--- config.mk ---
export PLATFORM = sky130hd
export DESIGN_NAME = sdse_channel
export DESIGN_NICKNAME = d
export VERILOG_FILES = /design/src/core/sdse_pkg.sv /design/src/core/sdse_channel.sv /design/src/core/sdse_quad_gen.sv
export VERILOG_INCLUDE_DIRS = /design/src /design/src/core
export SDC_FILE = /design/constraint.sdc
export NUM_CORES = 1
export LEC_CHECK = 0
export ABC_AREA = 0
export BUFFER_PORTS_ARGS = -buffer_cell sky130_fd_sc_hd__buf_2
export CELL_PAD_IN_SITES_DETAIL_PLACEMENT = 0
export CELL_PAD_IN_SITES_GLOBAL_PLACEMENT = 1
export CORE_UTILIZATION = 46
export DETAILED_ROUTE_END_ITERATION = 8
export MAX_ROUTING_LAYER = met4
export PLACE_DENSITY = 0.95
export SYNTH_ARGS = -nofsm -noshare
export SYNTH_HDL_FRONTEND = slang
export SYNTH_SLANG_ARGS = --single-unit
--- constraint.sdc ---
create_clock -name I_CLK -period 18.9 [get_ports I_CLK]
set_input_delay 5.67 -clock I_CLK [delete_from_list [all_inputs] [get_ports I_CLK]]
set_output_delay 5.67 -clock I_CLK [all_outputs]
set_load 0.01 [all_outputs]
--- src/core/sdse_defines.svh ---
// constants of the servo channel: shifts, codes, reset values and timing counts
//
// Behaviour
// - motor is energized only while no error is pending and enable is active.
// - on enable activation, entry to running is refused if demand is outside -1V..1V.
// - a configuration bit switches the near-zero demand check at enable activation on or off.
// - encoder step size selectable 1, 2, 5, 10, 20 or 50 um, four edges per cycle.
// - quadrature edge rate is limited to 3 MHz, bounding trackable velocity.
// - a warning is raised when the needed edge rate exceeds the maximum; steps may drop.
// - warning output is asserted while any monitored quantity is in its critical range.
// - warning clears by itself once all monitored quantities are back in safe range.
// - any monitored quantity out of specification forces the error state and stops drive.
// - error is left only with all quantities normal and enable inactive.
// - channel is configurable for velocity control or current control.
// - velocity mode takes demand as target velocity and closes velocity and current loops.
// - current mode takes demand as target force and closes only the current loop.
// - a booster channel takes all its parameters from the master during operation; code takes only mode, zero check and current limit from it.
// - the current command is computed for the master only and applied to both channels.
// - booster drives in the same or opposite direction, chosen by actuator type.
// - the active level of fault and warning outputs is selectable.
// - a digital input selects one of two configured maximum current levels.
`ifndef SDSE_DEFINES_SVH
`define SDSE_DEFINES_SVH

// ====
// clock and encoder edge timing
// ====
`define SDSE_CLK_PERIOD_PS 32'h0000_0FA0
`define SDSE_PS_PER_MS 32'h3B9A_CA00
`define SDSE_EDGE_RATE_KHZ 32'h0000_0BB8
`define SDSE_CLK_KHZ (`SDSE_PS_PER_MS / `SDSE_CLK_PERIOD_PS)
// least spacing between two encoder edges, rounded up to whole cycles
`define SDSE_EDGE_GAP_CYC ((`SDSE_CLK_KHZ + `SDSE_EDGE_RATE_KHZ - 32'h1) / `SDSE_EDGE_RATE_KHZ)

// ====
// demand input scaling (12-bit signed code over +-10 V)
// ====
`define SDSE_DEMAND_LIM_MV 32'h0000_03E8
`define SDSE_DEMAND_FS_MV 32'h0000_2710
`define SDSE_DEMAND_FS_CODE 32'h0000_0800
`define SDSE_DEMAND_THR ((`SDSE_DEMAND_LIM_MV * `SDSE_DEMAND_FS_CODE) / `SDSE_DEMAND_FS_MV)

// ====
// encoder resolution select codes and step sizes in micrometres
// ====
`define SDSE_RES_SEL_1UM 3'h0
`define SDSE_RES_SEL_2UM 3'h1
`define SDSE_RES_SEL_5UM 3'h2
`define SDSE_RES_SEL_10UM 3'h3
`define SDSE_RES_SEL_20UM 3'h4
`define SDSE_RES_SEL_50UM 3'h5
`define SDSE_RES_1UM 6'h01
`define SDSE_RES_2UM 6'h02
`define SDSE_RES_5UM 6'h05
`define SDSE_RES_10UM 6'h0A
`define SDSE_RES_20UM 6'h14
`define SDSE_RES_50UM 6'h32
// backlog in steps beyond which increments are dropped (as a shift)
`define SDSE_DROP_SHIFT 5'h04

// ====
// loop gains (as arithmetic shifts) and reset values
// ====
`define SDSE_VEL_GAIN_SHIFT 5'h02
`define SDSE_CUR_SCALE_SHIFT 5'h03
`define SDSE_CUR_GAIN_SHIFT 5'h01
`define SDSE_CMD_RST 16'h0000
`define SDSE_POS_RST 32'h0000_0000

`endif

--- src/core/sdse_pkg.sv ---
// types shared by the servo channel modules
`default_nettype none
package sdse_pkg;
    // ====
    // channel state
    // ====
    typedef enum logic [1:0] {
        ST_DISABLED,
        ST_RUNNING,
        ST_ERROR
    } sdse_state_e;

    // signed command word toward the power stage
    typedef logic signed [15:0] sdse_cmd_t;
endpackage : sdse_pkg
`default_nettype wire

--- src/core/sdse_channel.sv ---
// one servo amplifier channel: safety, state, loop selection, coupling, encoder simulation
`include "sdse_defines.svh"
`default_nettype none
module sdse_channel (
    // clock and reset
    input wire logic I_CLK,
    input wire logic I_SRST,
    // controller inputs
    input wire logic I_ENABLE,
    input wire logic I_CUR_LIMIT_SEL,
    input wire logic signed [11:0] I_DEMAND,
    // own configuration
    input wire logic I_CFG_MODE_CURRENT,
    input wire logic I_CFG_ZERO_CHECK_EN,
    input wire logic [2:0] I_CFG_RES_SEL,
    input wire logic I_CFG_FAULT_ACT_HIGH,
    input wire logic I_CFG_WARN_ACT_HIGH,
    input wire logic [15:0] I_CFG_IMAX_LO,
    input wire logic [15:0] I_CFG_IMAX_HI,
    input wire logic I_CFG_IS_BOOSTER,
    input wire logic I_CFG_BOOST_INVERT,
    // parameters from the master channel (used when booster)
    input wire logic I_MST_MODE_CURRENT,
    input wire logic I_MST_ZERO_CHECK_EN,
    input wire logic [15:0] I_MST_IMAX,
    input wire logic signed [15:0] I_MST_CUR_CMD,
    // monitors and feedback
    input wire logic [3:0] I_MON_CRIT,
    input wire logic [3:0] I_MON_OOS,
    input wire logic signed [15:0] I_VEL,
    input wire logic signed [15:0] I_CUR_MEAS,
    input wire logic signed [31:0] I_POS_UM,
    // power stage
    output logic O_MOTOR_EN,
    output logic signed [15:0] O_CUR_CMD,
    output logic signed [15:0] O_VOLT_CMD,
    output logic [15:0] O_IMAX_ACT,
    // signalling
    output logic O_FAULT,
    output logic O_WARN,
    output logic O_ENC_OVERSPEED,
    output logic O_ENABLE_DENIED,
    output logic [1:0] O_STATE,
    // simulated encoder
    output logic O_ENC_A,
    output logic O_ENC_B
);
    // ======================================================================
    // configuration in force (booster follows the master)
    // ======================================================================
    logic mode_current;
    logic zero_check_en;
    logic [15:0] imax_sel;

    // a booster ignores its own mode, zero check and current limit settings while coupled
    always_comb begin
        mode_current = I_CFG_IS_BOOSTER ? I_MST_MODE_CURRENT : I_CFG_MODE_CURRENT;
        zero_check_en = I_CFG_IS_BOOSTER ? I_MST_ZERO_CHECK_EN : I_CFG_ZERO_CHECK_EN;
        if (I_CFG_IS_BOOSTER) begin
            imax_sel = I_MST_IMAX;
        end else begin
            imax_sel = I_CUR_LIMIT_SEL ? I_CFG_IMAX_HI : I_CFG_IMAX_LO;
        end
    end

    // ======================================================================
    // enable check and channel state
    // ======================================================================
    sdse_pkg::sdse_state_e state_r;
    sdse_pkg::sdse_state_e state_nxt;
    logic en_prev_r;
    logic en_prev_nxt;
    logic denied_r;
    logic denied_nxt;
    logic en_rise;
    logic demand_ok;
    logic any_oos;
    localparam logic signed [11:0] DEMAND_THR = 12'(`SDSE_DEMAND_THR);

    assign en_rise = I_ENABLE & ~en_prev_r;
    assign any_oos = |I_MON_OOS;
    // the check may be switched off, then any demand level is accepted
    assign demand_ok = ~zero_check_en | ((I_DEMAND >= -DEMAND_THR) && (I_DEMAND <= DEMAND_THR));

    // error beats everything; a refused enable waits for the next activation
    always_comb begin
        state_nxt = state_r;
        en_prev_nxt = I_ENABLE;
        denied_nxt = denied_r & I_ENABLE;
        case (state_r)
            sdse_pkg::ST_DISABLED: begin
                if (en_rise) begin
                    if (demand_ok) begin
                        state_nxt = sdse_pkg::ST_RUNNING;
                    end else begin
                        denied_nxt = 1'b1;
                    end
                end
            end
            sdse_pkg::ST_RUNNING: begin
                if (!I_ENABLE) begin
                    state_nxt = sdse_pkg::ST_DISABLED;
                end
            end
            sdse_pkg::ST_ERROR: begin
                if (!any_oos && !I_ENABLE) begin
                    state_nxt = sdse_pkg::ST_DISABLED;
                end
            end
            default: begin
                state_nxt = sdse_pkg::ST_DISABLED;
            end
        endcase
        if (any_oos) begin
            state_nxt = sdse_pkg::ST_ERROR;
            denied_nxt = 1'b0;
        end
    end

    always_ff @(posedge I_CLK) begin
        if (I_SRST) begin
            state_r <= sdse_pkg::ST_DISABLED;
            en_prev_r <= 1'b0;
            denied_r <= 1'b0;
        end else begin
            state_r <= state_nxt;
            en_prev_r <= en_prev_nxt;
            denied_r <= denied_nxt;
        end
    end

    // ======================================================================
    // current and voltage commands
    // ======================================================================
    logic motor_en_r;
    logic motor_en_nxt;
    logic signed [15:0] cur_cmd_r;
    logic signed [15:0] cur_cmd_nxt;
    logic signed [15:0] volt_cmd_r;
    logic signed [15:0] volt_cmd_nxt;
    logic [15:0] imax_r;
    logic [15:0] imax_nxt;
    logic signed [19:0] cur_dem;
    logic signed [19:0] cur_lim;
    logic signed [19:0] cur_sel;
    logic signed [19:0] volt_raw;
    logic signed [19:0] lim_pos;

    // the position loop lives in the outside controller; only inner loops here
    always_comb begin
        motor_en_nxt = (state_nxt == sdse_pkg::ST_RUNNING) & I_ENABLE & ~any_oos;
        imax_nxt = imax_sel;
        lim_pos = {4'h0, imax_sel};
        if (mode_current) begin
            cur_dem = 20'(I_DEMAND) <<< `SDSE_CUR_SCALE_SHIFT;
        end else begin
            cur_dem = (20'(I_DEMAND) - 20'(I_VEL)) <<< `SDSE_VEL_GAIN_SHIFT;
        end
        if (cur_dem > lim_pos) begin
            cur_lim = lim_pos;
        end else if (cur_dem < -lim_pos) begin
            cur_lim = -lim_pos;
        end else begin
            cur_lim = cur_dem;
        end
        // booster does not compute; it reuses the master command, maybe mirrored
        if (I_CFG_IS_BOOSTER) begin
            cur_sel = I_CFG_BOOST_INVERT ? -20'(I_MST_CUR_CMD) : 20'(I_MST_CUR_CMD);
        end else begin
            cur_sel = cur_lim;
        end
        if (!motor_en_nxt) begin
            cur_sel = 20'h00000;
        end
        cur_cmd_nxt = 16'(cur_sel);
        // current loop is always closed inside the channel
        volt_raw = (cur_sel - 20'(I_CUR_MEAS)) <<< `SDSE_CUR_GAIN_SHIFT;
        if (!motor_en_nxt) begin
            volt_cmd_nxt = `SDSE_CMD_RST;
        end else if (volt_raw > 20'sh07FFF) begin
            volt_cmd_nxt = 16'sh7FFF;
        end else if (volt_raw < -20'sh08000) begin
            volt_cmd_nxt = 16'sh8000;
        end else begin
            volt_cmd_nxt = 16'(volt_raw);
        end
    end

    always_ff @(posedge I_CLK) begin
        if (I_SRST) begin
            motor_en_r <= 1'b0;
            cur_cmd_r <= `SDSE_CMD_RST;
            volt_cmd_r <= `SDSE_CMD_RST;
            imax_r <= `SDSE_CMD_RST;
        end else begin
            motor_en_r <= motor_en_nxt;
            cur_cmd_r <= cur_cmd_nxt;
            volt_cmd_r <= volt_cmd_nxt;
            imax_r <= imax_nxt;
        end
    end

    // ======================================================================
    // encoder simulation: follow the position in steps, edge rate limited
    // ======================================================================
    logic [5:0] res_um;
    logic signed [31:0] out_pos_r;
    logic signed [31:0] out_pos_nxt;
    logic [6:0] gap_r;
    logic [6:0] gap_nxt;
    logic ovs_r;
    logic ovs_nxt;
    logic step_r;
    logic step_nxt;
    logic dir_up_r;
    logic dir_up_nxt;
    logic signed [31:0] pos_err;
    logic [31:0] err_abs;
    logic [31:0] res_w;
    localparam logic [6:0] EDGE_GAP = 7'(`SDSE_EDGE_GAP_CYC);

    // step size lookup; unknown codes fall back to the finest step
    always_comb begin
        case (I_CFG_RES_SEL)
            `SDSE_RES_SEL_1UM: res_um = `SDSE_RES_1UM;
            `SDSE_RES_SEL_2UM: res_um = `SDSE_RES_2UM;
            `SDSE_RES_SEL_5UM: res_um = `SDSE_RES_5UM;
            `SDSE_RES_SEL_10UM: res_um = `SDSE_RES_10UM;
            `SDSE_RES_SEL_20UM: res_um = `SDSE_RES_20UM;
            `SDSE_RES_SEL_50UM: res_um = `SDSE_RES_50UM;
            default: res_um = `SDSE_RES_1UM;
        endcase
    end

    // a step is only issued once the edge gap has run out; a step still due
    // while waiting means the motion is faster than the output can follow
    always_comb begin
        res_w = {26'h0, res_um};
        pos_err = I_POS_UM - out_pos_r;
        err_abs = pos_err[31] ? 32'(-pos_err) : 32'(pos_err);
        out_pos_nxt = out_pos_r;
        gap_nxt = (gap_r != 7'h00) ? gap_r - 7'h01 : 7'h00;
        step_nxt = 1'b0;
        dir_up_nxt = dir_up_r;
        ovs_nxt = 1'b0;
        if (err_abs >= (res_w << `SDSE_DROP_SHIFT)) begin
            out_pos_nxt = I_POS_UM; // increments lost, resync
            ovs_nxt = 1'b1;
        end else if (err_abs >= res_w) begin
            if (gap_r == 7'h00) begin
                step_nxt = 1'b1;
                dir_up_nxt = ~pos_err[31];
                out_pos_nxt = pos_err[31] ? out_pos_r - 32'(res_w) : out_pos_r + 32'(res_w);
                gap_nxt = EDGE_GAP - 7'h01;
            end
            ovs_nxt = (gap_r != 7'h00) || (err_abs >= (res_w << 1));
        end
    end

    always_ff @(posedge I_CLK) begin
        if (I_SRST) begin
            out_pos_r <= `SDSE_POS_RST;
            gap_r <= 7'h00;
            step_r <= 1'b0;
            dir_up_r <= 1'b1;
            ovs_r <= 1'b0;
        end else begin
            out_pos_r <= out_pos_nxt;
            gap_r <= gap_nxt;
            step_r <= step_nxt;
            dir_up_r <= dir_up_nxt;
            ovs_r <= ovs_nxt;
        end
    end

    sdse_quad_gen u_quad (
        .i_clk(I_CLK),
        .i_srst(I_SRST),
        .i_step(step_r),
        .i_dir_up(dir_up_r),
        .o_a(O_ENC_A),
        .o_b(O_ENC_B)
    );

    // ======================================================================
    // fault and warning indication
    // ======================================================================
    logic fault_r;
    logic fault_nxt;
    logic warn_r;
    logic warn_nxt;

    // warning is a pure level, no acknowledge; polarity is configurable
    always_comb begin
        fault_nxt = (state_nxt == sdse_pkg::ST_ERROR) ~^ I_CFG_FAULT_ACT_HIGH;
        warn_nxt = (|I_MON_CRIT | ovs_nxt) ~^ I_CFG_WARN_ACT_HIGH;
    end

    always_ff @(posedge I_CLK) begin
        if (I_SRST) begin
            fault_r <= 1'b0;
            warn_r <= 1'b0;
        end else begin
            fault_r <= fault_nxt;
            warn_r <= warn_nxt;
        end
    end

    // ======================================================================
    // outputs, all straight from flip-flops
    // ======================================================================
    assign O_MOTOR_EN = motor_en_r;
    assign O_CUR_CMD = cur_cmd_r;
    assign O_VOLT_CMD = volt_cmd_r;
    assign O_IMAX_ACT = imax_r;
    assign O_FAULT = fault_r;
    assign O_WARN = warn_r;
    assign O_ENC_OVERSPEED = ovs_r;
    assign O_ENABLE_DENIED = denied_r;
    assign O_STATE = state_r;
endmodule : sdse_channel
`default_nettype wire

--- src/core/sdse_quad_gen.sv ---
// quadrature A/B pattern generator fed by single step pulses
`default_nettype none
module sdse_quad_gen (
    // clock and reset
    input wire logic i_clk,
    input wire logic i_srst,
    // step request
    input wire logic i_step,
    input wire logic i_dir_up,
    // encoder pair
    output logic o_a,
    output logic o_b
);
    // ====
    // phase counter
    // ====
    logic [1:0] phase_r;
    logic [1:0] phase_nxt;
    logic a_r;
    logic a_nxt;
    logic b_r;
    logic b_nxt;

    // one step moves one quarter cycle, so every step is one edge
    always_comb begin
        phase_nxt = phase_r;
        if (i_step) begin
            phase_nxt = i_dir_up ? phase_r + 2'h1 : phase_r - 2'h1;
        end
        a_nxt = phase_nxt[1];
        b_nxt = phase_nxt[1] ^ phase_nxt[0]; // gray: only one line moves per step
    end

    always_ff @(posedge i_clk) begin
        if (i_srst) begin
            phase_r <= 2'h0;
            a_r <= 1'b0;
            b_r <= 1'b0;
        end else begin
            phase_r <= phase_nxt;
            a_r <= a_nxt;
            b_r <= b_nxt;
        end
    end

    assign o_a = a_r;
    assign o_b = b_r;
endmodule : sdse_quad_gen
`default_nettype wire

==> results of run 1 <==
==> kinds of logic (layout without fill, tap and decap cells) <==
group	count (synthesis)	in the layout
and+or+nand+nor	654	654
AOI/OAI and AO/OA	521	521
buffers and inverters	201	368
adders and majority gates	158	158
xor gates and xnor gates	121	121
DFF	100	100
muxes	64	64
==> sequential cells by signal, indices dropped and copies added, names as in the netlist, 2 cells and up <==
name	flops
O_CUR_CMD	16
O_IMAX_ACT	16
O_STATE	2
O_VOLT_CMD	16
gap_r	7
out_pos_r	32
==> placed cells by master (no fill, tap or decap), types with 30 or more instances in the layout <==
cell / count
sky130_fd_sc_hd__xnor2_1: 71
sky130_fd_sc_hd__inv_1: 119
sky130_fd_sc_hd__buf_2: 219
sky130_fd_sc_hd__nand2_1: 124
sky130_fd_sc_hd__o21ai_0: 111
sky130_fd_sc_hd__nand2b_1: 30
sky130_fd_sc_hd__dfxtp_1: 100
sky130_fd_sc_hd__mux2i_1: 53
sky130_fd_sc_hd__ha_1: 154
sky130_fd_sc_hd__nand3_1: 41
sky130_fd_sc_hd__nor2b_1: 34
sky130_fd_sc_hd__a21oi_1: 124
sky130_fd_sc_hd__nor2_1: 199
sky130_fd_sc_hd__xor2_1: 50
sky130_fd_sc_hd__nor3_1: 55
sky130_fd_sc_hd__a21o_1: 45
sky130_fd_sc_hd__a211oi_1: 52
==> routing by layer <==
layer  up-vias  global-route usage  routed length [um]
met5         -                   -                   0
met4         0               0.114                1570
met3        85              0.0309                2080
met2       437               0.517               20600
met1      6569               0.362               19100
li1       6947                   -                   -
==> area by class of cell <==
class,instances,area share
Timing Repair Buffer,233,0.0803
Inverter,119,0.0299
Sequential cell,100,0.134
Tap cell,378,0.0316
Clock buffer,9,0.0151
Clock inverter,7,0.00611
Multi-Input combinational cell,1518,0.703
==> power by group through the flow <==
| stage | sequential (uW) | clock (uW) | combinational [uW] |
|---|---|---|---|
| 5_1_grt | 231 | 214 | 684 |
| 3_3_place_gp | 233 | 0 | 600 |
| 3_5_place_dp | 234 | 0 | 610 |
| 4_1_cts | 229 | 206 | 614 |
| 6_report | 229 | 201 | 619 |
| 2_1_floorplan | 234 | 0 | 459 |
==> stage by stage <==
step / cell area (sq um) / total power (uW) / hold WS, ns
after floorplan: 13300 / 693 / 0.441
after global placement: 14600 / 833 / 0.449
after detailed placement: 14600 / 844 / 0.459
after CTS: 15000 / 1050 / 0.470
after global routing: 15000 / 1130 / 0.495
final: 15000 / 1050 / 0.472
==> worst max-delay path by stage <==
stage                     slack (ns)        endpoint  cells after the start            start
after floorplan                 5.11  O_VOLT_CMD[10]                     41  I_CUR_LIMIT_SEL
after global placement          4.47   O_VOLT_CMD[5]                     35  I_CUR_LIMIT_SEL
after detailed placement        4.03  O_VOLT_CMD[13]                     35  I_CUR_LIMIT_SEL
after CTS                       4.38  O_VOLT_CMD[13]                     35  I_CUR_LIMIT_SEL
after global routing            3.52   O_VOLT_CMD[5]                     35  I_CUR_LIMIT_SEL
final                           4.19  O_VOLT_CMD[13]                     35  I_CUR_LIMIT_SEL
==> worst max-delay path, delay by kind of cell <==
kind	cells	cell delay [ns]
buf+inv	1	0.43
fa+ha+maj	3	1.17
xor+xnor	3	0.59
simple gates	10	1.55
mux	3	1.03
compound gates	15	4.45
==> key figures, run 1 <==
Yosys
  • Most frequent cells after synthesis: sky130_fd_sc_hd__nor2_1 (199), sky130_fd_sc_hd__ha_1 (154), sky130_fd_sc_hd__a21oi_1 (124), sky130_fd_sc_hd__nand2_1 (124), sky130_fd_sc_hd__inv_1 (119)
  • Post-synthesis instance total: between 1500 and 2000
  • Synth Area in Adders: 0.151
  • Simple-Gate Fraction of Synth Area: 0.249
  • Fraction of synthesized area in multiplexers: 0.0500
  • Post-synthesis sequential area ratio: 0.150
  • Post-synth top flop: sky130_fd_sc_hd__dfxtp_1
  • Distinct cells, synth: about 90
  • Most area-hungry cell type in the Yosys netlist: sky130_fd_sc_hd__dfxtp_1
  • Number of register bits inferred by synthesis: 100
  • Top cells by area in the synthesized netlist: sky130_fd_sc_hd__dfxtp_1 (15%), sky130_fd_sc_hd__ha_1 (14%), sky130_fd_sc_hd__nor2_1 (5.6%)
  • Per-instance average area after synthesis: approximately 7.3 sq um
  • XOR/XNOR share of the synthesized area: 0.0796
  • Cell with the most instances after synthesis: sky130_fd_sc_hd__nor2_1
  • Synth Warn #: 0
  • EDFF count, synth: 0
  • Largest family of logic cells by synthesized area: compound AO/OA/AOI/OAI gates
  • Area fraction of the dominant cell type after synthesis: 0.150
  • Post-synth ARST share: 0
  • Synthesized area: between 0.01 and 0.015 sq mm
  • Post-synthesis compound-gate area fraction: 0.259
  • Syn nets: 2140

Worst setup path
  • RR Endpoint: out_pos_r[30]
  • Slowest library cell on the worst path: sky130_fd_sc_hd__a41oi_1
  • Worst reg2reg path depth: 25
  • Launch instance of the worst register-to-register path: out_pos_r[6]
  • Critical path peak fanout: 16
  • Critical Path Source Type: input pin
  • Slack of the worst reg-to-reg path: about 11 ns
  • Critical path capture point type: flop
  • Crit path DAT: between 10 and 15 ns
  • Required @ worst endpoint: 19.11 ns
  • CP max stage delay: 0.72 ns
  • Critical path start-end classification: input pin to flop

Die
  • Initial core utilization: 0.474
  • Die Y: between 150 and 200 um
  • Horiz. Die Dim: 172 um
  • Count of standard-cell rows: slightly above 60
  • Ports: 220
  • Floorplan die area: slightly below 0.03 sq mm
  • Core area: about 0.028 sq mm

CTS
  • Clock tree buffer depth: 2
  • Clock-pin slew on the worst setup and hold paths: about 0.090 ns
  • Clock latency reported for the late side of the worst-skew pair: about 0.37 ns
  • H-Tree Depth: 3
  • Number of sinks handled by clock tree synthesis: 100
  • Cell chosen for the clock root: sky130_fd_sc_hd__clkbuf_16
  • Number of buffers created by CTS: 9
  • Post-CTS Setup Bufs: 0
  • CTS tree: done
  • Number of cells upsized or downsized after cts: 0
  • Hold buffers post-CTS: 0

Power
  • Worst vdd rail ir drop: roughly 0.048 mV
  • Cell-internal power: around 570 uW
  • Leakage power summed over all cells: 0.00689 uW
  • Combinational fraction of design power: 0.590
  • Switching share of total power: 0.460
  • Sequential power share: 0.218
  • Clock power frac: 0.192
  • Pwr/cell area: 70.2 mW/mm^2
  • Net switching power figure: 483 uW

Timing
  • Share of the cycle needed by the critical path after routing: 0.778
  • Max Transition Viols Final: 0
  • Max frequency: just under 70 MHz
  • Unrepaired setup endpoints after global routing: false
  • # setup viols final: 0
  • Worst Skew: around 0.0084 ns
  • Slew at the pin with the worst max-slew slack: around 1 ns
  • Worst slew slack as a fraction of its limit: 0.326
  • Tmin final: 14.71 ns
  • Final Hold Fails: 0
  • Final TNS setup: 0 ns
  • Setup ws final: ~4.2 ns

Placement
  • PortBufs: roughly 220
  • Number of cells after detailed placement: between 2000 and 2500
  • Global placer's final weighted congestion: roughly 0.98
  • Worst-case setup slack after placement: 4.03 ns
  • DP Wirelength: roughly 35000 um

Job
  • Max-cap violations: 0

Drt
  • Aggregate routed wire length: ~43000 um
  • Vias: 14038
  • Per-cell routed wire length: ~18 um
  • Number of violations reported at the end of detailed-routing iteration 0: 829
  • Drc violations: 0
  • Remaining number of nets flagged by the antenna check after routing: 0
  • Number of search-and-repair iterations in the first detailed-routing pass: 5
  • Average via count per standard cell: 5.94

Final layout
  • Non-filler cells, final: between 2000 and 2500
  • Final core occ: 0.533
  • Area of all sequential standard cells: 0.00200 sq mm
  • Number of filler instances in the final layout: about 2800
  • Count of nets after finishing: 2302
  • Total area of multi-input combinational cells: between 0.01 and 0.015 sq mm
  • Share of final-layout standard cells stronger than drive strength 1: 0.153
  • Number of diodes: 0
  • Area growth syn-to-layout: 12.4%

Global routing
  • Global-route wire length before repair: 68600 um
  • Via count of the first global-routing pass: between 10000 and 15000
  • Pin count of the biggest net entering global routing: 71
  • Overall global routing resource usage: 0.301
  • Initial antenna violation count: 0
  • Grt ovf: 0

Worst hold path
  • Cell depth of the worst min-delay path: 2
  • Worst Min Path Start: gap_r[6]
  • Hold/Removal Path Class: flop to flop
  • Sink of the worst hold path: gap_r[6]

Run status
  • Outcome: finished clean
Note: power is estimated with default switching activity, not from simulation.
==> run 2, diff against run 1 <==
--- a/config.mk
+++ b/config.mk
@@ -10,10 +10,10 @@
 export BUFFER_PORTS_ARGS = -buffer_cell sky130_fd_sc_hd__buf_2
 export CELL_PAD_IN_SITES_DETAIL_PLACEMENT = 0
 export CELL_PAD_IN_SITES_GLOBAL_PLACEMENT = 1
-export CORE_UTILIZATION = 46
+export CORE_UTILIZATION = 43
 export DETAILED_ROUTE_END_ITERATION = 8
 export MAX_ROUTING_LAYER = met4
-export PLACE_DENSITY = 0.95
+export PLACE_DENSITY = 0.93
 export SYNTH_ARGS = -nofsm -noshare
 export SYNTH_HDL_FRONTEND = slang
 export SYNTH_SLANG_ARGS = --single-unit
==> constraint.sdc (replaced) <==
create_clock -name I_CLK -period 14.8 [get_ports I_CLK]
set_input_delay 4.44 -clock I_CLK [delete_from_list [all_inputs] [get_ports I_CLK]]
set_output_delay 4.44 -clock I_CLK [all_outputs]
set_load 0.01 [all_outputs]
==> run 2 against run 1 <==
  * Flip-flop and latch count unchanged
  * Utilization fell by 4.1 points
  * Highest routed layer unchanged
  * Count of clock-buffer cells in the layout increased by 1
  * Largest cell class unchanged
==> key figures, run 2 (synthesis results as in run 1) <==
Power
  • Net switching power figure: 618 uW (was 483 uW)
  • Total power after layout: 1350 uW (was 1050 uW)
  • Clock power frac: 0.193 (was 0.192)
  • Worst vdd rail ir drop: 0.0668 mV (was 0.0482 mV)
  • Switching share of total power: 0.459 (was 0.460)
  • Sequential power share: 0.217 (was 0.218)
  • Combinational fraction of design power: 0.590 (about the same)
  • Pwr/cell area: 89.8 mW/mm^2 (was 70.2 mW/mm^2)
  • Leakage power summed over all cells: 0.00689 uW (about the same)
  • Cell-internal power: 729 uW (was 567 uW)

Final layout
  • Register bank with the most flops: out_pos_r (unchanged)
  • Leading cell types in the layout, fill and taps excluded: sky130_fd_sc_hd__buf_2 (219), sky130_fd_sc_hd__nor2_1 (199), sky130_fd_sc_hd__ha_1 (154), sky130_fd_sc_hd__nand2_1 (124), sky130_fd_sc_hd__a21oi_1 (124) (unchanged)
  • Max reg flops: 32 (unchanged)
  • Share of final-layout standard cells stronger than drive strength 1: 0.154 (was 0.153)
  • Number of diodes: 0 (unchanged)
  • Area growth syn-to-layout: 12.6% (was 12.4%)
  • Most common cell after layout, fill and taps aside: sky130_fd_sc_hd__buf_2 (unchanged)
  • Count of nets after finishing: 2304 (was 2302)

Worst setup path
  • Critical path start-end classification: input pin to flop (unchanged)
  • Critical path capture point type: flop (unchanged)
  • Required @ worst endpoint: 15.01 ns (was 19.11 ns)
  • Crit-path most repeated cell: sky130_fd_sc_hd__o21ai_0
  • Crit path DAT: 13.72 ns (was 14.92 ns)
  • CP max stage delay: 0.73 ns (was 0.72 ns)
  • Slowest library cell on the worst path: sky130_fd_sc_hd__buf_2 (was sky130_fd_sc_hd__a41oi_1)
  • Critical path peak fanout: 54 (was 16)
  • Critical Path Source Type: input pin (unchanged)

Timing
  • Max Transition Viols Final: 0 (unchanged)
  • Max frequency: 74.0 MHz
  • Tmin final: approximately 14 ns
  • Final Hold Fails: 0 (unchanged)
  • Worst slew slack as a fraction of its limit: 0.340 (was 0.326)
  • Unrepaired setup endpoints after global routing: false (unchanged)
  • Share of the cycle needed by the critical path after routing: 0.913
  • Worst Skew: 0.00743 ns (was 0.00839 ns)
  • Slew at the pin with the worst max-slew slack: 0.989 ns (was 0.999 ns)
  • Final TNS setup: 0 ns (unchanged)
  • # setup viols final: 0 (unchanged)

Global routing
  • Via count of the first global-routing pass: 13214 (was 13436)
  • Initial antenna violation count: 0 (unchanged)
  • Grt ovf: 0 (unchanged)
  • Pin count of the biggest net entering global routing: 74 (was 71)
  • Overall global routing resource usage: 0.281 (was 0.301)
  • Global-route wire length before repair: 68400 um (was 68600 um)

Die
  • Die Y: 178 um (was 172 um)
  • Horiz. Die Dim: 178 um (was 172 um)
  • Initial core utilization: 0.436 (was 0.474)
  • Count of standard-cell rows: 64 (was 61)
  • Floorplan die area: 0.0317 sq mm (was 0.0296 sq mm)
  • Core area: 0.0305 sq mm (was 0.0281 sq mm)
  • Ports: 220 (unchanged)

Placement
  • DP Wirelength: 35000 um (was 34700 um)
  • PortBufs: 219 (unchanged)
  • Global placer's final weighted congestion: 0.962 (was 0.981)

Drt
  • Number of violations reported at the end of detailed-routing iteration 0: 973 (was 829)
  • Per-cell routed wire length: 18.3 um (about the same)
  • Vias: 13948 (was 14038)
  • Aggregate routed wire length: 43600 um (was 43300 um)
  • Remaining number of nets flagged by the antenna check after routing: 0 (unchanged)
  • Drc violations: 0 (unchanged)
  • Number of search-and-repair iterations in the first detailed-routing pass: 5 (unchanged)
  • Average via count per standard cell: 5.85 (was 5.94)

CTS
  • Hold buffers post-CTS: 0 (unchanged)
  • Number of buffers created by CTS: 9 (unchanged)
  • Clock-pin slew on the worst setup and hold paths: 0.09 ns (about the same)
  • Clock tree buffer depth: 2 (unchanged)
  • Post-CTS Setup Bufs: 0 (unchanged)
  • Number of sinks handled by clock tree synthesis: 100 (unchanged)
  • CTS tree: done (unchanged)
  • H-Tree Depth: 3 (unchanged)
  • Cell chosen for the clock root: sky130_fd_sc_hd__clkbuf_16 (unchanged)
  • Clock latency reported for the late side of the worst-skew pair: 0.37 ns (about the same)
  • Number of cells upsized or downsized after cts: 0 (unchanged)

Run status
  • Outcome: finished clean (unchanged)

Job
  • Max-cap violations: 0 (unchanged)

Worst hold path
  • Hold/Removal Path Class: flop to flop (unchanged)
run 2: critical path, delay by kind of cell:
kind / cells / cell delay [ns]
xor gates and xnor gates: 3 / 0.60
adders and majority gates: 4 / 1.26
AOI/OAI and AO/OA: 15 / 4.18
muxes: 1 / 0.51
and+or+nand+nor: 10 / 1.52
buffers and inverters: 3 / 1.17
run 2: cell type report:
type                            instances  area, sq um
Fill cell                            3049        15500
Multi-Input combinational cell       1518        10500
Sequential cell                       100         2000
Timing Repair Buffer                  235         1220
Tap cell                              396          495
Inverter                              119          447
Clock buffer                           10          239
Clock inverter                          6         66.3
run 2: power groups by stage:
stage / combinational (uW) / sequential, uW / clock (uW)
after floorplan: 586 / 299 / 0
after global placement: 768 / 298 / 0
after detailed placement: 782 / 299 / 0
after CTS: 787 / 293 / 262
after global routing: 880 / 294 / 271
final: 794 / 293 / 259
run 2: path summary, 6_finish.rpt:
check / start / endpoint / slack, ns / cells after the start
setup / recovery: I_CFG_IS_BOOSTER / O_VOLT_CMD[3] / 1.28 / 36
hold / removal: gap_r[6] / gap_r[6] / 0.47 / 2
setup reg to reg: out_pos_r[6] / out_pos_r[30] / 7.36 / 28
hold reg to reg: gap_r[6] / gap_r[6] / 0.47 / 2
run 2: routing by layer:
metal / routed length (um) / share of wire / vias up / global-route usage
met1: 19100 / 0.44 / 6479 / 0.341
met2: 20800 / 0.48 / 453 / 0.477
met3: 2190 / 0.050 / 71 / 0.0291
met4: 1540 / 0.035 / 0 / 0.105
met5: 0 / 0 / - / -
li1: - / - / 6945 / -
run 2: metrics by stage:
stage | hold slack (ns) | cells | area [sq um] | utilization | setup WS [ns]
floorplan | 0.441 | 1819 | 13300 | - | 2.24
global placement | 0.447 | 2368 | 14700 | 0.481 | 1.36
detailed placement | 0.464 | 2368 | 14700 | 0.481 | 1.05
CTS | 0.476 | 2384 | 15000 | 0.491 | 1.41
global route | 0.510 | 2384 | 15000 | 0.491 | 0.308
finish | 0.473 | 2384 | 15000 | 0.491 | 1.28
